[src/design/gclk_pkg.sv]
// package: generator control register map, fields and types
`default_nettype none
package gclk_pkg;

   // ====================================================
   // map and sizes
   localparam int NUM_GEN_DEF = 12;
   localparam int NUM_SRC     = 32;
   localparam int ADDR_W      = 12;
   localparam int IDX_LSB     = 2;
   localparam int IDX_W       = 4;
   localparam int CNT_W       = 32;

   // ====================================================
   // fields
   localparam int DIV_LSB     = 16;
   localparam int DIV_BITS_G0 = 8;
   localparam int DIV_BITS_G1 = 16;
   localparam int DIV_BITS_GX = 5;
   localparam int EXP_MAX     = 30;
   localparam logic [2:0]  SIZE_WORD = 3'h2;
   localparam logic [31:0] CTRL_RST  = 32'h0000_0100;
   localparam logic [31:0] LOW_WMASK = 32'h0000_3F1F;
   localparam logic [31:0] RD_ZERO   = 32'h0000_0000;
   localparam logic [31:0] ONE32     = 32'h0000_0001;

   typedef struct packed {
      logic [15:0] div;
      logic [1:0]  rsv_hi;
      logic        standby_keep_alive;
      logic        ratio_encoding_select;
      logic        pin_drive_enable;
      logic        idle_pin_level;
      logic        duty_balance_enable;
      logic        generator_enable;
      logic [2:0]  rsv_lo;
      logic [4:0]  source_select;
   } gen_ctrl_type;

   typedef struct packed {
      logic             wr;
      logic             rd;
      logic [IDX_W-1:0] idx;
   } dphase_type;

   // writable bits of one generator's control word
   function automatic logic [31:0] write_mask(input int n);
      int bits;
      bits = (n == 0) ? DIV_BITS_G0 : (n == 1) ? DIV_BITS_G1 : DIV_BITS_GX;
      return LOW_WMASK | (((ONE32 << bits) - ONE32) << DIV_LSB);
   endfunction

   // effective divide ratio
   function automatic logic [CNT_W-1:0] ratio_of(input gen_ctrl_type c);
      logic [4:0] e;
      e = (c.div > EXP_MAX) ? 5'(EXP_MAX) : c.div[4:0];
      if (c.ratio_encoding_select)
         return ONE32 << (e + 5'h1);
      else if (c.div <= 16'h0001)
         return ONE32;
      else
         return CNT_W'(c.div);
   endfunction

endpackage
`default_nettype wire

[src/design/gclk_gen_ctrl.sv]
// generic clock generators with their control registers on AHB-Lite
`timescale 1ns/1ns
`default_nettype none
module gclk_gen_ctrl
   import gclk_pkg::*;
#(
   parameter int NUM_GEN = NUM_GEN_DEF
)(
   input  wire logic               CLK_SYS,
   input  wire logic               RST,
   input  wire logic               HSEL,
   input  wire logic [31:0]        HADDR,
   input  wire logic [1:0]         HTRANS,
   input  wire logic               HWRITE,
   input  wire logic [2:0]         HSIZE,
   input  wire logic [31:0]        HWDATA,
   input  wire logic               HREADY,
   output var  logic [31:0]        HRDATA,
   output var  logic               HREADYOUT,
   output var  logic               HRESP,
   input  wire logic [NUM_SRC-1:0] SRC_CLK,
   input  wire logic [NUM_GEN-1:0] PERIPH_REQ,
   input  wire logic               STANDBY,
   output var  logic [NUM_GEN-1:0] GEN_CLK,
   output var  logic [NUM_GEN-1:0] GENERATOR_CLOCK_PIN_O,
   output var  logic [NUM_GEN-1:0] GENERATOR_CLOCK_PIN_OE
);

   localparam int NUM_SLOT = 2 ** IDX_W;

   gen_ctrl_type     ctrl_q [NUM_SLOT];
   dphase_type       dph_q;
   dphase_type       dph_d;
   logic [31:0]      rdata_q;
   logic [31:0]      rd_val;
   logic [31:0]      fwd_val;
   logic [IDX_W-1:0] a_idx;
   logic             a_valid;
   logic             a_hit;
   logic             wr_en;
   logic             fwd;
   logic [NUM_GEN-1:0] run;
   logic [NUM_GEN-1:0] div_clk;
   logic [NUM_GEN-1:0] pin_q;

   // ====================================================
   // address phase decode
   assign a_idx   = HADDR[IDX_LSB+IDX_W-1:IDX_LSB];
   assign a_valid = HSEL & HTRANS[1] & HREADY;
   assign a_hit   = a_valid
                    && (HADDR[ADDR_W-1:IDX_LSB+IDX_W] == '0)
                    && (HADDR[IDX_LSB-1:0] == '0)
                    && (HSIZE == SIZE_WORD)
                    && (int'(a_idx) < NUM_GEN);

   assign dph_d.wr  = a_hit & HWRITE;
   assign dph_d.rd  = a_hit & ~HWRITE;
   assign dph_d.idx = a_idx;

   // ====================================================
   // data phase and read path
   assign wr_en   = dph_q.wr;
   assign fwd     = wr_en && (dph_q.idx == a_idx);
   assign fwd_val = HWDATA & write_mask(int'(a_idx));
   assign rd_val  = !dph_d.rd ? RD_ZERO
                  : fwd ? fwd_val
                  : ctrl_q[a_idx];

   assign HRDATA    = rdata_q;
   assign HREADYOUT = 1'b1;
   assign HRESP     = 1'b0;

   always_ff @(posedge CLK_SYS) begin
      if (RST) begin
         dph_q   <= '0;
         rdata_q <= RD_ZERO;
      end else if (HREADY) begin
         dph_q   <= dph_d;
         rdata_q <= rd_val;
      end
   end

   // ====================================================
   // per-generator registers, divider and pin
   for (genvar n = 0; n < NUM_SLOT; n++) begin : g_gen
      if (n < NUM_GEN) begin : g_real
         localparam logic [IDX_W-1:0] MY_IDX = IDX_W'(n);
         logic         sel_src;
         gen_ctrl_type c;

         assign c = ctrl_q[n];

         always_ff @(posedge CLK_SYS) begin
            if (RST) begin
               ctrl_q[n] <= CTRL_RST;
            end else if (wr_en && dph_q.idx == MY_IDX) begin
               ctrl_q[n] <= HWDATA & write_mask(n);
            end
         end

         assign sel_src = SRC_CLK[c.source_select];

         // with generator_enable set, peripheral request always counts; pin adds run
         // unless standby without keep-alive
         assign run[n] = c.generator_enable
                         & (PERIPH_REQ[n]
                            | (c.pin_drive_enable
                               & (~STANDBY | c.standby_keep_alive)));

         gen_divider u_div (
            .clk_sys  (CLK_SYS),
            .rst      (RST),
            .src_lvl  (sel_src),
            .run      (run[n]),
            .ratio    (ratio_of(c)),
            .duty_bal (c.duty_balance_enable),
            .clk_out  (div_clk[n])
         );

         always_ff @(posedge CLK_SYS) begin
            if (RST) begin
               pin_q[n] <= 1'b0;
            end else if (!c.pin_drive_enable) begin
               pin_q[n] <= 1'b0;
            end else if (STANDBY && !c.standby_keep_alive) begin
               pin_q[n] <= c.idle_pin_level;
            end else if (!run[n]) begin
               pin_q[n] <= c.idle_pin_level;
            end else begin
               pin_q[n] <= div_clk[n];
            end
         end

         assign GEN_CLK[n]                = div_clk[n];
         assign GENERATOR_CLOCK_PIN_O[n]  = pin_q[n];
         assign GENERATOR_CLOCK_PIN_OE[n] = c.pin_drive_enable;

         if (n == 0) begin : g_g0

         end else if (n == 1) begin : g_g1

         end else begin : g_gx

         end

      end else begin : g_pad
         assign ctrl_q[n] = '0;
      end
   end
endmodule
`default_nettype wire

[src/design/gen_divider.sv]
// one generator's divider on a sampled source level
`timescale 1ns/1ns
`default_nettype none
module gen_divider
   import gclk_pkg::*;
(
   input  wire logic             clk_sys,
   input  wire logic             rst,
   input  wire logic             src_lvl,
   input  wire logic             run,
   input  wire logic [CNT_W-1:0] ratio,
   input  wire logic             duty_bal,
   output var  logic             clk_out
);

   logic             src_q;
   logic [CNT_W-1:0] cnt_q;
   logic [CNT_W-1:0] cnt_d;
   logic [CNT_W-1:0] hi_len;
   logic             rise;
   logic             bypass;

   // ====================================================
   // count decode
   assign rise   = src_lvl & ~src_q;
   assign bypass = (ratio == ONE32);
   assign hi_len = duty_bal ? ((ratio >> 1) + (ratio & ONE32)) : (ratio >> 1);
   assign cnt_d  = (cnt_q >= ratio - ONE32) ? '0 : cnt_q + ONE32;

   // ====================================================
   // counter and output
   always_ff @(posedge clk_sys) begin
      if (rst) begin
         src_q   <= 1'b0;
         cnt_q   <= '0;
         clk_out <= 1'b0;
      end else begin
         src_q <= src_lvl;
         if (!run) begin
            cnt_q   <= '0;
            clk_out <= 1'b0;
         end else if (bypass) begin
            cnt_q   <= '0;
            clk_out <= src_lvl;
         end else if (rise) begin
            cnt_q   <= cnt_d;
            clk_out <= (cnt_d < hi_len);
         end
      end
   end
endmodule
`default_nettype wire

[config.mk]
export PLATFORM = sky130hd
export DESIGN_NAME = gclk_gen_ctrl
export DESIGN_NICKNAME = d
export VERILOG_FILES = /design/src/design/gclk_pkg.sv /design/src/design/gclk_gen_ctrl.sv /design/src/design/gen_divider.sv
export SDC_FILE = /design/constraint.sdc
export NUM_CORES = 2
export LEC_CHECK = 0
export BUFFER_PORTS_ARGS = -buffer_cell sky130_fd_sc_hd__buf_4
export CAP_MARGIN = 20
export CORE_MARGIN = 2
export CORE_UTILIZATION = 45
export CTS_CLUSTER_SIZE = 25
export DETAILED_ROUTE_END_ITERATION = 8
export SLEW_MARGIN = 20
export SYNTH_ARGS = -nofsm -noshare
export SYNTH_HDL_FRONTEND = slang
export SYNTH_SLANG_ARGS = --single-unit
[constraint.sdc]
create_clock -name CLK_SYS -period 14.95 [get_ports CLK_SYS]
set_input_delay 0 -clock CLK_SYS [delete_from_list [all_inputs] [get_ports CLK_SYS]]
set_output_delay 0 -clock CLK_SYS [all_outputs]
set_load 0.01 [all_outputs]
# [Word-level counts from Yosys, hierarchy flattened]
# Index checks and enable logic that the tools add are counted.
[op_classes] n_addsub=49 order_cmp=62 n_eq_ne=26 shift=13 muxes=139 n_bitwise=104 reduce_logical=93
[op_table] op="2-to-1 mux 32 bit" count=40
[op_table] op="adder 31 x 1 -> 32 bit" count=12
[op_table] op="adder 32 x 1 -> 32 bit, second input constant" count=12
[op_table] op="equality test 32 x 1 -> 1 bit, second input constant" count=12
[op_table] op=">= comparator 32 bit" count=12
[op_table] op="less-than comparator 32 bit" count=12
[op_table] op="<< shifter 1 x 5 -> 32 bit, first input constant" count=12
[op_table] op="subtractor 32 x 1 -> 32 bit, second input constant" count=12
[op_table] op="binary-select mux 32 bit (select 4 bit)" count=1
[op_table] op="2-to-1 mux 5 bit" count=24
[op_table] op="less-than comparator 5 x 6 -> 1 bit, second input constant" count=12
[op_table] op="adder 5 x 1 -> 5 bit, second input constant" count=12
[op_table] op="binary-select mux 1 bit (select 5 bit)" count=12
[op_table] op="2-to-1 mux 1 bit" count=60
[op_table] op="> comparator 5 bit, second input constant" count=10
[op_table] op="<= comparator 5 x 1 -> 1 bit, second input constant" count=10
[op_table] op="OR reduction 2 bit" count=24
[op_table] op="AND 1 bit" count=40
[op_table] op="inverter 1 bit" count=38
[op_table] op="OR reduction 3 bit" count=12
[op_table] op="AND 32 bit" count=1
[op_table] op="logical AND 1 bit" count=29
[op_table] op="bitwise OR 1 bit" count=24
[op_table] op="nonzero test 2 bit" count=12
[op_table] op="other kinds (21)" count=41
[totals] regBits=663 output_inout_bits=70 word_cells=633

# [Depth between registers and ports, before layout]
[logic_depth] depth_word=11 mapped_depth=34 ltp_nobuf=29

# [Cells and area by module]
# A second synthesis with hierarchy kept.
[hier_totals] hier_cells=10545 area_unflattened_um2=78127.4
[by_module_without_submodules] module="gen_divider (g_gen[0].g_real.u_div ...)" n_inst=10 cells_each=662 area_per_inst_um2=4986.0 seq_area_each_um2=680.7
[by_module_without_submodules] module="gclk_gen_ctrl" n_inst=1 cells_each=2552 area_per_inst_um2=18395.1 seq_area_each_um2=5004.8
[by_module_without_submodules] module="gen_divider (g_gen[1].g_real.u_div)" n_inst=1 cells_each=705 area_per_inst_um2=5032.3 seq_area_each_um2=680.7
[by_module_without_submodules] module="gen_divider (g_gen[9].g_real.u_div)" n_inst=1 cells_each=668 area_per_inst_um2=4839.6 seq_area_each_um2=680.7

# [Worst setup path before layout]
# OpenSTA, ideal clock, no wires.
[synth_timing] kind="flip-flop to flip-flop" startpoint="reg ctrl_q[236] (netlist bit)" endpoint="reg g_gen[8].g_real.u_div.clk_out" arrival_time_ps=6686 slack_ps=8147 stages_incl_launch_ff=32 n_path_buf=7 period_less_slack_ps=6803 path_cell_list="dfxtp_1 clkbuf_1 clkbuf_1 clkbuf_1 nor2_1 inv_1 ha_1 o221ai_1 or2_1 clkbuf_1 o21bai_1 a21oi_1 o21ai_0 xnor2_1 ha_1 nand2_1 or4_1 nor3_1 o2111ai_1 a21oi_1 or2_1 buf_2 buf_2 buf_1 nor2_1 ha_1 nand4_1 or2_2 nor4_1 o31ai_1 and3_1 a22o_1"
[synth_between] elab_chain_len=7
[synth_rtl] item="from (decl)" line_no="gclk_gen_ctrl.sv:31" text="gen_ctrl_type ctrl_q [NUM_SLOT];"
[synth_rtl] item="from (signal, indexed assignment)" line_no="gclk_gen_ctrl.sv:97" text="ctrl_q[n] <= HWDATA & write_mask(n);"
[synth_rtl] item="2-to-1 mux 32 bit" line_no="gclk_pkg.sv:57" text="if (c.ratio_encoding_select)"
[synth_rtl] item="subtractor 32 x 1 -> 32 bit" line_no="gen_divider.sv:28" text="assign cnt_d = (cnt_q >= ratio - ONE32) ? '0 : cnt_q + ONE32;"
[synth_rtl] item=">= comparator 32 bit" line_no="gen_divider.sv:28"
[synth_rtl] item="2-to-1 mux 32 bit" line_no="gen_divider.sv:28"
[synth_rtl] item="via g_gen[8].g_real.u_div.cnt_d[31]" line_no="gen_divider.sv:18" text="logic [CNT_W-1:0] cnt_d;"
[synth_rtl] item="less-than comparator 32 bit" line_no="gen_divider.sv:47" text="clk_out <= (cnt_d < hi_len);"
[synth_rtl] item="2-to-1 mux 1 bit" line_no="gen_divider.sv:45" text="end else if (rise) begin"
[synth_rtl] item="2-to-1 mux 1 bit" line_no="gen_divider.sv:42" text="end else if (bypass) begin"
[synth_rtl] item="to (signal assigned)" line_no="gen_divider.sv:44" text="clk_out <= src_lvl;"
[synth_rtl] item="to (signal assigned)" line_no="gen_divider.sv:47"
[synth_rtl] item="to (decl)" line_no="gen_divider.sv:13" text="output var logic clk_out"
# The timed path passes the listed nets, and every way through them passes these cells. The select of a mux whose other input is x is not followed.
# A chain may end at the register's enable or synchronous reset.

# [Final worst setup path]
[layout_timing] startpoint="reg ctrl_q[243] (netlist bit)" endpoint="reg g_gen[8].g_real.u_div.clk_out"
[layout_between] elab_chain_len=11
[layout_rtl] item="> comparator 5 bit" line_no="gclk_pkg.sv:56" text="e = (c.div > EXP_MAX) ? 5'(EXP_MAX) : c.div[4:0];"
[layout_rtl] item="2-to-1 mux 5 bit" line_no="gclk_pkg.sv:56"
[layout_rtl] item="adder 5 x 1 -> 5 bit" line_no="gclk_pkg.sv:58" text="return ONE32 << (e + 5'h1);"
[layout_rtl] item="<< shifter 1 x 5 -> 32 bit" line_no="gclk_pkg.sv:58"
[layout_rtl] item="2-to-1 mux 32 bit *" line_no="gclk_pkg.sv:57"
[layout_rtl] item="subtractor 32 x 1 -> 32 bit *" line_no="gen_divider.sv:28"
[layout_rtl] item=">= comparator 32 bit *" line_no="gen_divider.sv:28"
[layout_rtl] item="2-to-1 mux 32 bit *" line_no="gen_divider.sv:28"
[layout_rtl] item="via g_gen[8].g_real.u_div.cnt_d[26]" line_no="gen_divider.sv:18"
[layout_rtl] item="less-than comparator 32 bit *" line_no="gen_divider.sv:47"
[layout_rtl] item="2-to-1 mux 1 bit *" line_no="gen_divider.sv:45"
[layout_rtl] item="2-to-1 mux 1 bit *" line_no="gen_divider.sv:42"
# The timed path passes the listed nets; every way through them passes the cells marked *. The select of a mux whose other input is x is not followed.

==> report_table.html <==
<table>
<tr><th>Metric</th><th>Value</th></tr>
<tr><th colspan="2">Routing</th></tr>
<tr><td>Routed Wire Length</td><td>between 200,000 and 250,000 um</td></tr>
<tr><td>Number of iterations in the first detailed-routing pass</td><td>6</td></tr>
<tr><td>Per-cell routed wire length</td><td>20.5 um</td></tr>
<tr><td>First DRT Iteration DRCs</td><td>approximately 6,600</td></tr>
<tr><td>Total number of vias</td><td>between 70,000 and 80,000</td></tr>
<tr><td>Mean number of vias per cell</td><td>between 6 and 7</td></tr>
<tr><td>Remaining design rule violation count</td><td>0</td></tr>
<tr><td>Post-route ant nets</td><td>0</td></tr>
<tr><th colspan="2">STA</th></tr>
<tr><td>Hold slack final</td><td>87.2 ps</td></tr>
<tr><td>Total negative slack</td><td>0 ps</td></tr>
<tr><td>Final worst-path cycle share</td><td>0.566</td></tr>
<tr><td>Shortest clock period the worst path allows after layout</td><td>8450 ps</td></tr>
<tr><td>RSZ-0062 raised after global routing</td><td>false</td></tr>
<tr><td>Final Hold Fails</td><td>0</td></tr>
<tr><td>Pins Over Slew Limit</td><td>0</td></tr>
<tr><td>Finish-stage setup viols</td><td>0</td></tr>
<tr><td>Slew at the pin with the worst max-slew slack</td><td>between 1000 and 1500 ps</td></tr>
<tr><td>Maximum operating frequency</td><td>118 MHz</td></tr>
<tr><td>Worst max-slew margin expressed relative to the limit</td><td>0.276</td></tr>
<tr><td>Final Worst Setup Slack</td><td>roughly 6500 ps</td></tr>
<tr><td>Clock Skews</td><td>around 29 ps</td></tr>
<tr><th colspan="2">Yosys</th></tr>
<tr><td>Warnings from Yosys</td><td>0</td></tr>
<tr><td>Mean area per synthesized cell</td><td>about 7.2 um^2</td></tr>
<tr><td>Count of flip-flops with a built-in enable after synthesis</td><td>0</td></tr>
<tr><td>Prevailing post-synth register cell</td><td>dfxtp_1</td></tr>
<tr><td>Asr flop ratio synth</td><td>0</td></tr>
<tr><td>Seq/Total Area, Yosys</td><td>0.190</td></tr>
<tr><td>Area of the mapped netlist</td><td>a little under 70,000 um^2</td></tr>
<tr><td>Post-synthesis instance total</td><td>between 9,000 and 10,000</td></tr>
<tr><td>Area share of the leading cell type in the synthesized netlist</td><td>0.190</td></tr>
<tr><td>Biggest area consumer among synthesized cells</td><td>dfxtp_1</td></tr>
<tr><td>Dominant cell by count in the synthesized netlist</td><td>nand2_1</td></tr>
<tr><td>Top area cells in the synthesized netlist</td><td>dfxtp_1, ha_1, nand2_1, nor2_1, a21oi_1</td></tr>
<tr><td>Total of flip-flops plus latches after synthesis</td><td>~660</td></tr>
<tr><td>Leading post-synthesis cells by instance count</td><td>nand2_1, nor2_1, a21oi_1</td></tr>
<tr><td>Number of distinct library cells after synthesis</td><td>approximately 100</td></tr>
<tr><th colspan="2">Place</th></tr>
<tr><td>Placed wire-length estimate after detailed placement</td><td>roughly 180,000 um</td></tr>
<tr><td>Input/output buffers</td><td>between 150 and 200</td></tr>
<tr><td>Pre-CTS WS</td><td>around 6700 ps</td></tr>
<tr><td>Final weighted congestion in routability-driven placement</td><td>about 0.97</td></tr>
<tr><th colspan="2">Final layout</th></tr>
<tr><td>Layout Area Growth over Synthesis</td><td>8.46%</td></tr>
<tr><td>Layout Utilization</td><td>0.490</td></tr>
<tr><td>Layout Nets</td><td>about 10,000</td></tr>
<tr><td>Ratio of cells with drive above 1 in the final layout</td><td>0.0691</td></tr>
<tr><td>Layout filler cell count</td><td>between 15,000 and 20,000</td></tr>
<tr><th colspan="2">Worst hold path</th></tr>
<tr><td>WHS Path Cells</td><td>4</td></tr>
<tr><td>Hold path endpoint</td><td>ctrl_q[473]$_SDFFE_PP0P_</td></tr>
<tr><td>Hold crit path type</td><td>input pin to flop</td></tr>
<tr><td>Hold path startpoint</td><td>HWDATA[25]</td></tr>
<tr><th colspan="2">Clock network</th></tr>
<tr><td>Resized Gates After CTS</td><td>0</td></tr>
<tr><td>Clock network latency to the later pin of the worst-skew pair</td><td>between 700 and 800 ps</td></tr>
<tr><td>TritonCTS clock tree</td><td>built</td></tr>
<tr><td>Inserted Clock Buffers</td><td>between 80 and 90</td></tr>
<tr><td>Clock transition at the registers of the reported paths</td><td>~70 ps</td></tr>
<tr><td>Number of buffers added for setup after CTS</td><td>0</td></tr>
<tr><td>H-Tree Level Count</td><td>3</td></tr>
<tr><td>Buffer cell driving the clock tree root</td><td>clkbuf_16</td></tr>
<tr><td>Clk sinks</td><td>roughly 660</td></tr>
<tr><td>Clock buffer depth</td><td>3</td></tr>
<tr><th colspan="2">Power</th></tr>
<tr><td>Pwr dens</td><td>58.2 nW/um^2</td></tr>
<tr><td>Maximum ir drop on the vdd rail</td><td>75.7 uV</td></tr>
<tr><td>Leakage power total</td><td>26.9 nW</td></tr>
<tr><th colspan="2">Die</th></tr>
<tr><td>Standard cell core area</td><td>~150,000 um^2</td></tr>
<tr><td>Initial Utilization</td><td>0.452</td></tr>
<tr><td>Total number of placement rows</td><td>around 140</td></tr>
<tr><td>Die Wd</td><td>roughly 400 um</td></tr>
<tr><td>Die Y-Extent</td><td>between 300 and 400 um</td></tr>
<tr><td>DIE AREA</td><td>about 160,000 um^2</td></tr>
<tr><td>Top-Level Pins</td><td>189</td></tr>
<tr><th colspan="2">Critical path</th></tr>
<tr><td>Required time reported for the critical path endpoint</td><td>~16,000 ps</td></tr>
<tr><td>Launching instance or port of the critical path</td><td>ctrl_q[243]$_SDFFE_PP0P_</td></tr>
<tr><td>Crit path DAT</td><td>9070 ps</td></tr>
<tr><td>Type of destination of the critical path</td><td>flop</td></tr>
<tr><td>Setup slack of the most critical reg-to-reg path</td><td>roughly 6500 ps</td></tr>
<tr><td>Largest driver fanout on the critical path</td><td>34</td></tr>
<tr><td>Reg-to-Reg Start</td><td>ctrl_q[243]$_SDFFE_PP0P_</td></tr>
<tr><td>Startpoint types</td><td>flop</td></tr>
<tr><td>R2r worst-path depth</td><td>27</td></tr>
<tr><td>Reg-to-reg critical path endpoint</td><td>g_gen[8].g_real.u_div.clk_out$_SDFFE_PP0P_</td></tr>
<tr><td>Class of the most critical setup path</td><td>flop to flop</td></tr>
<tr><th colspan="2">Global routing</th></tr>
<tr><td>Initial antenna violation count</td><td>37</td></tr>
<tr><td>Largest net degree at the start of global routing</td><td>roughly 80</td></tr>
<tr><td>Aggregate global-route resource usage</td><td>0.292</td></tr>
<tr><td>First-pass GRT wire length</td><td>~370,000 um</td></tr>
<tr><td>Overflow left after global routing</td><td>0</td></tr>
<tr><td>Via count of the first global-routing pass</td><td>roughly 66,000</td></tr>
<tr><th colspan="2">Job</th></tr>
<tr><td>Maximum Capacitance Violations</td><td>0</td></tr>
<tr><th colspan="2">Outcome</th></tr>
<tr><td>Outcome</td><td>finished clean</td></tr>
</table>
==> critical path, cell delays in order, from the launching register on <==
cell       delay (ps)
dfxtp_1           880
nor2_1            260
nand2_1           210
o22ai_1           150
inv_1             130
ha_1              190
o221ai_1          300
or2_1             440
o21bai_1          230
a21oi_1           560
o21ai_0           250
xnor2_1           190
ha_1              270
nand2_1            60
or4_1             560
nor3_1            300
o2111ai_1         160
a21oi_1           200
or2_1             580
buf_4             450
a21oi_1           100
ha_1              310
nand4_1            90
or2_2             300
nor4_1            540
o31ai_1           230
and3_1            210
a22o_1            170
==> per-stage QoR <==
step	std cells	instance area [um^2]	power (mW)
after floorplan	9724	69400	1.98
after global placement	11400	71500	2.08
after detailed placement	11400	71500	2.09
after CTS	11600	75200	4.42
after global routing	11600	75200	4.51
final	11600	75200	4.38
==> repair_timing <==
| action | in CTS | in global routing |
|---|---|---|
| setup endpoints to repair | 0 | 0 |
| endpoints found under the hold margin | 265 | 0 |
| hold buffers | 55 | 0 |
==> area by class of cell <==
cell class,count,area [um^2],area share
clock inverter,44,641,0.00852
clock buffer,120,2490,0.0331
tap,2044,2560,0.0340
antenna,19,47.5,0.000632
multi-input combinational,8212,53000,0.704
timing repair buffer,325,2580,0.0344
inverter,196,736,0.00978
sequential,658,13200,0.175
==> cell usage in the layout (no fill, tap or decap), types with 51 or more instances in the layout <==
master and n:
or3_1 105, inv_1 185, nand2b_1 85, a21o_1 80, clkbuf_16 88, a22oi_1 68, xnor2_1 254, o211ai_1 63
dlygate4sd3_1 55, buf_4 269, a211oi_1 65, a31oi_1 108, nor2b_1 141, o21ai_1 73, and3_1 114, and2_1 57
nand3_1 379, mux2i_1 192, a21oi_1 864, xor2_1 223, nand3b_1 140, o21ai_0 511, mux4_2 83, or4_1 55
nor2_1 1195, nor3b_1 57, nor3_1 206, ha_1 816, nand2_1 1337, dfxtp_1 658, nand4_1 208, nor4_1 51
==> where the power goes <==
group          internal, mW  switching, mW  leakage, nW
Sequential             1.76        0.00682         5.30
Combinational        0.0929          0.211         20.1
Clock                  1.37          0.937         1.52
==> registers in the layout, indices dropped and copies added, names as in the netlist <==
signal,cells
g_gen.g_real.u_div.cnt_q,384
ctrl_q,194
HRDATA,27
GENERATOR_CLOCK_PIN_OE,12
GENERATOR_CLOCK_PIN_O,12
g_gen.g_real.u_div.clk_out,12
g_gen.g_real.u_div.src_q,12
dph_q,4
wr_en,1
==> per-layer routing <==
layer  global-route usage  vias up  wire, um
li1                     -    34400         -
met1                0.408    33600    108000
met2                0.451     2337    104000
met3               0.0535      429     18800
met4               0.0969       26      7760
met5                    0        -       166
==> worst max path at each step <==
stage                                                  to  slack, ps  cells past startpoint
3_3_place_gp   g_gen[8].g_real.u_div.clk_out$_SDFFE_PP0P_       6840                     27
2_1_floorplan  g_gen[8].g_real.u_div.clk_out$_SDFFE_PP0P_       8150                     31
6_report       g_gen[8].g_real.u_div.clk_out$_SDFFE_PP0P_       6500                     27
4_1_cts        g_gen[8].g_real.u_div.clk_out$_SDFFE_PP0P_       6650                     27
3_5_place_dp   g_gen[8].g_real.u_div.clk_out$_SDFFE_PP0P_       6700                     27
5_1_grt        g_gen[8].g_real.u_div.clk_out$_SDFFE_PP0P_       5990                     27
==> cell families after synthesis <==
group,Yosys count,synth area share
fa+ha+maj,816,0.147
simple gates,4319,0.297
mux,321,0.0621
flops,658,0.190
xor+xnor,477,0.0603
buf+inv,854,0.0492
other cells,2,0.000108
compound gates,2248,0.194
Power figures use the tool's default switching activity.
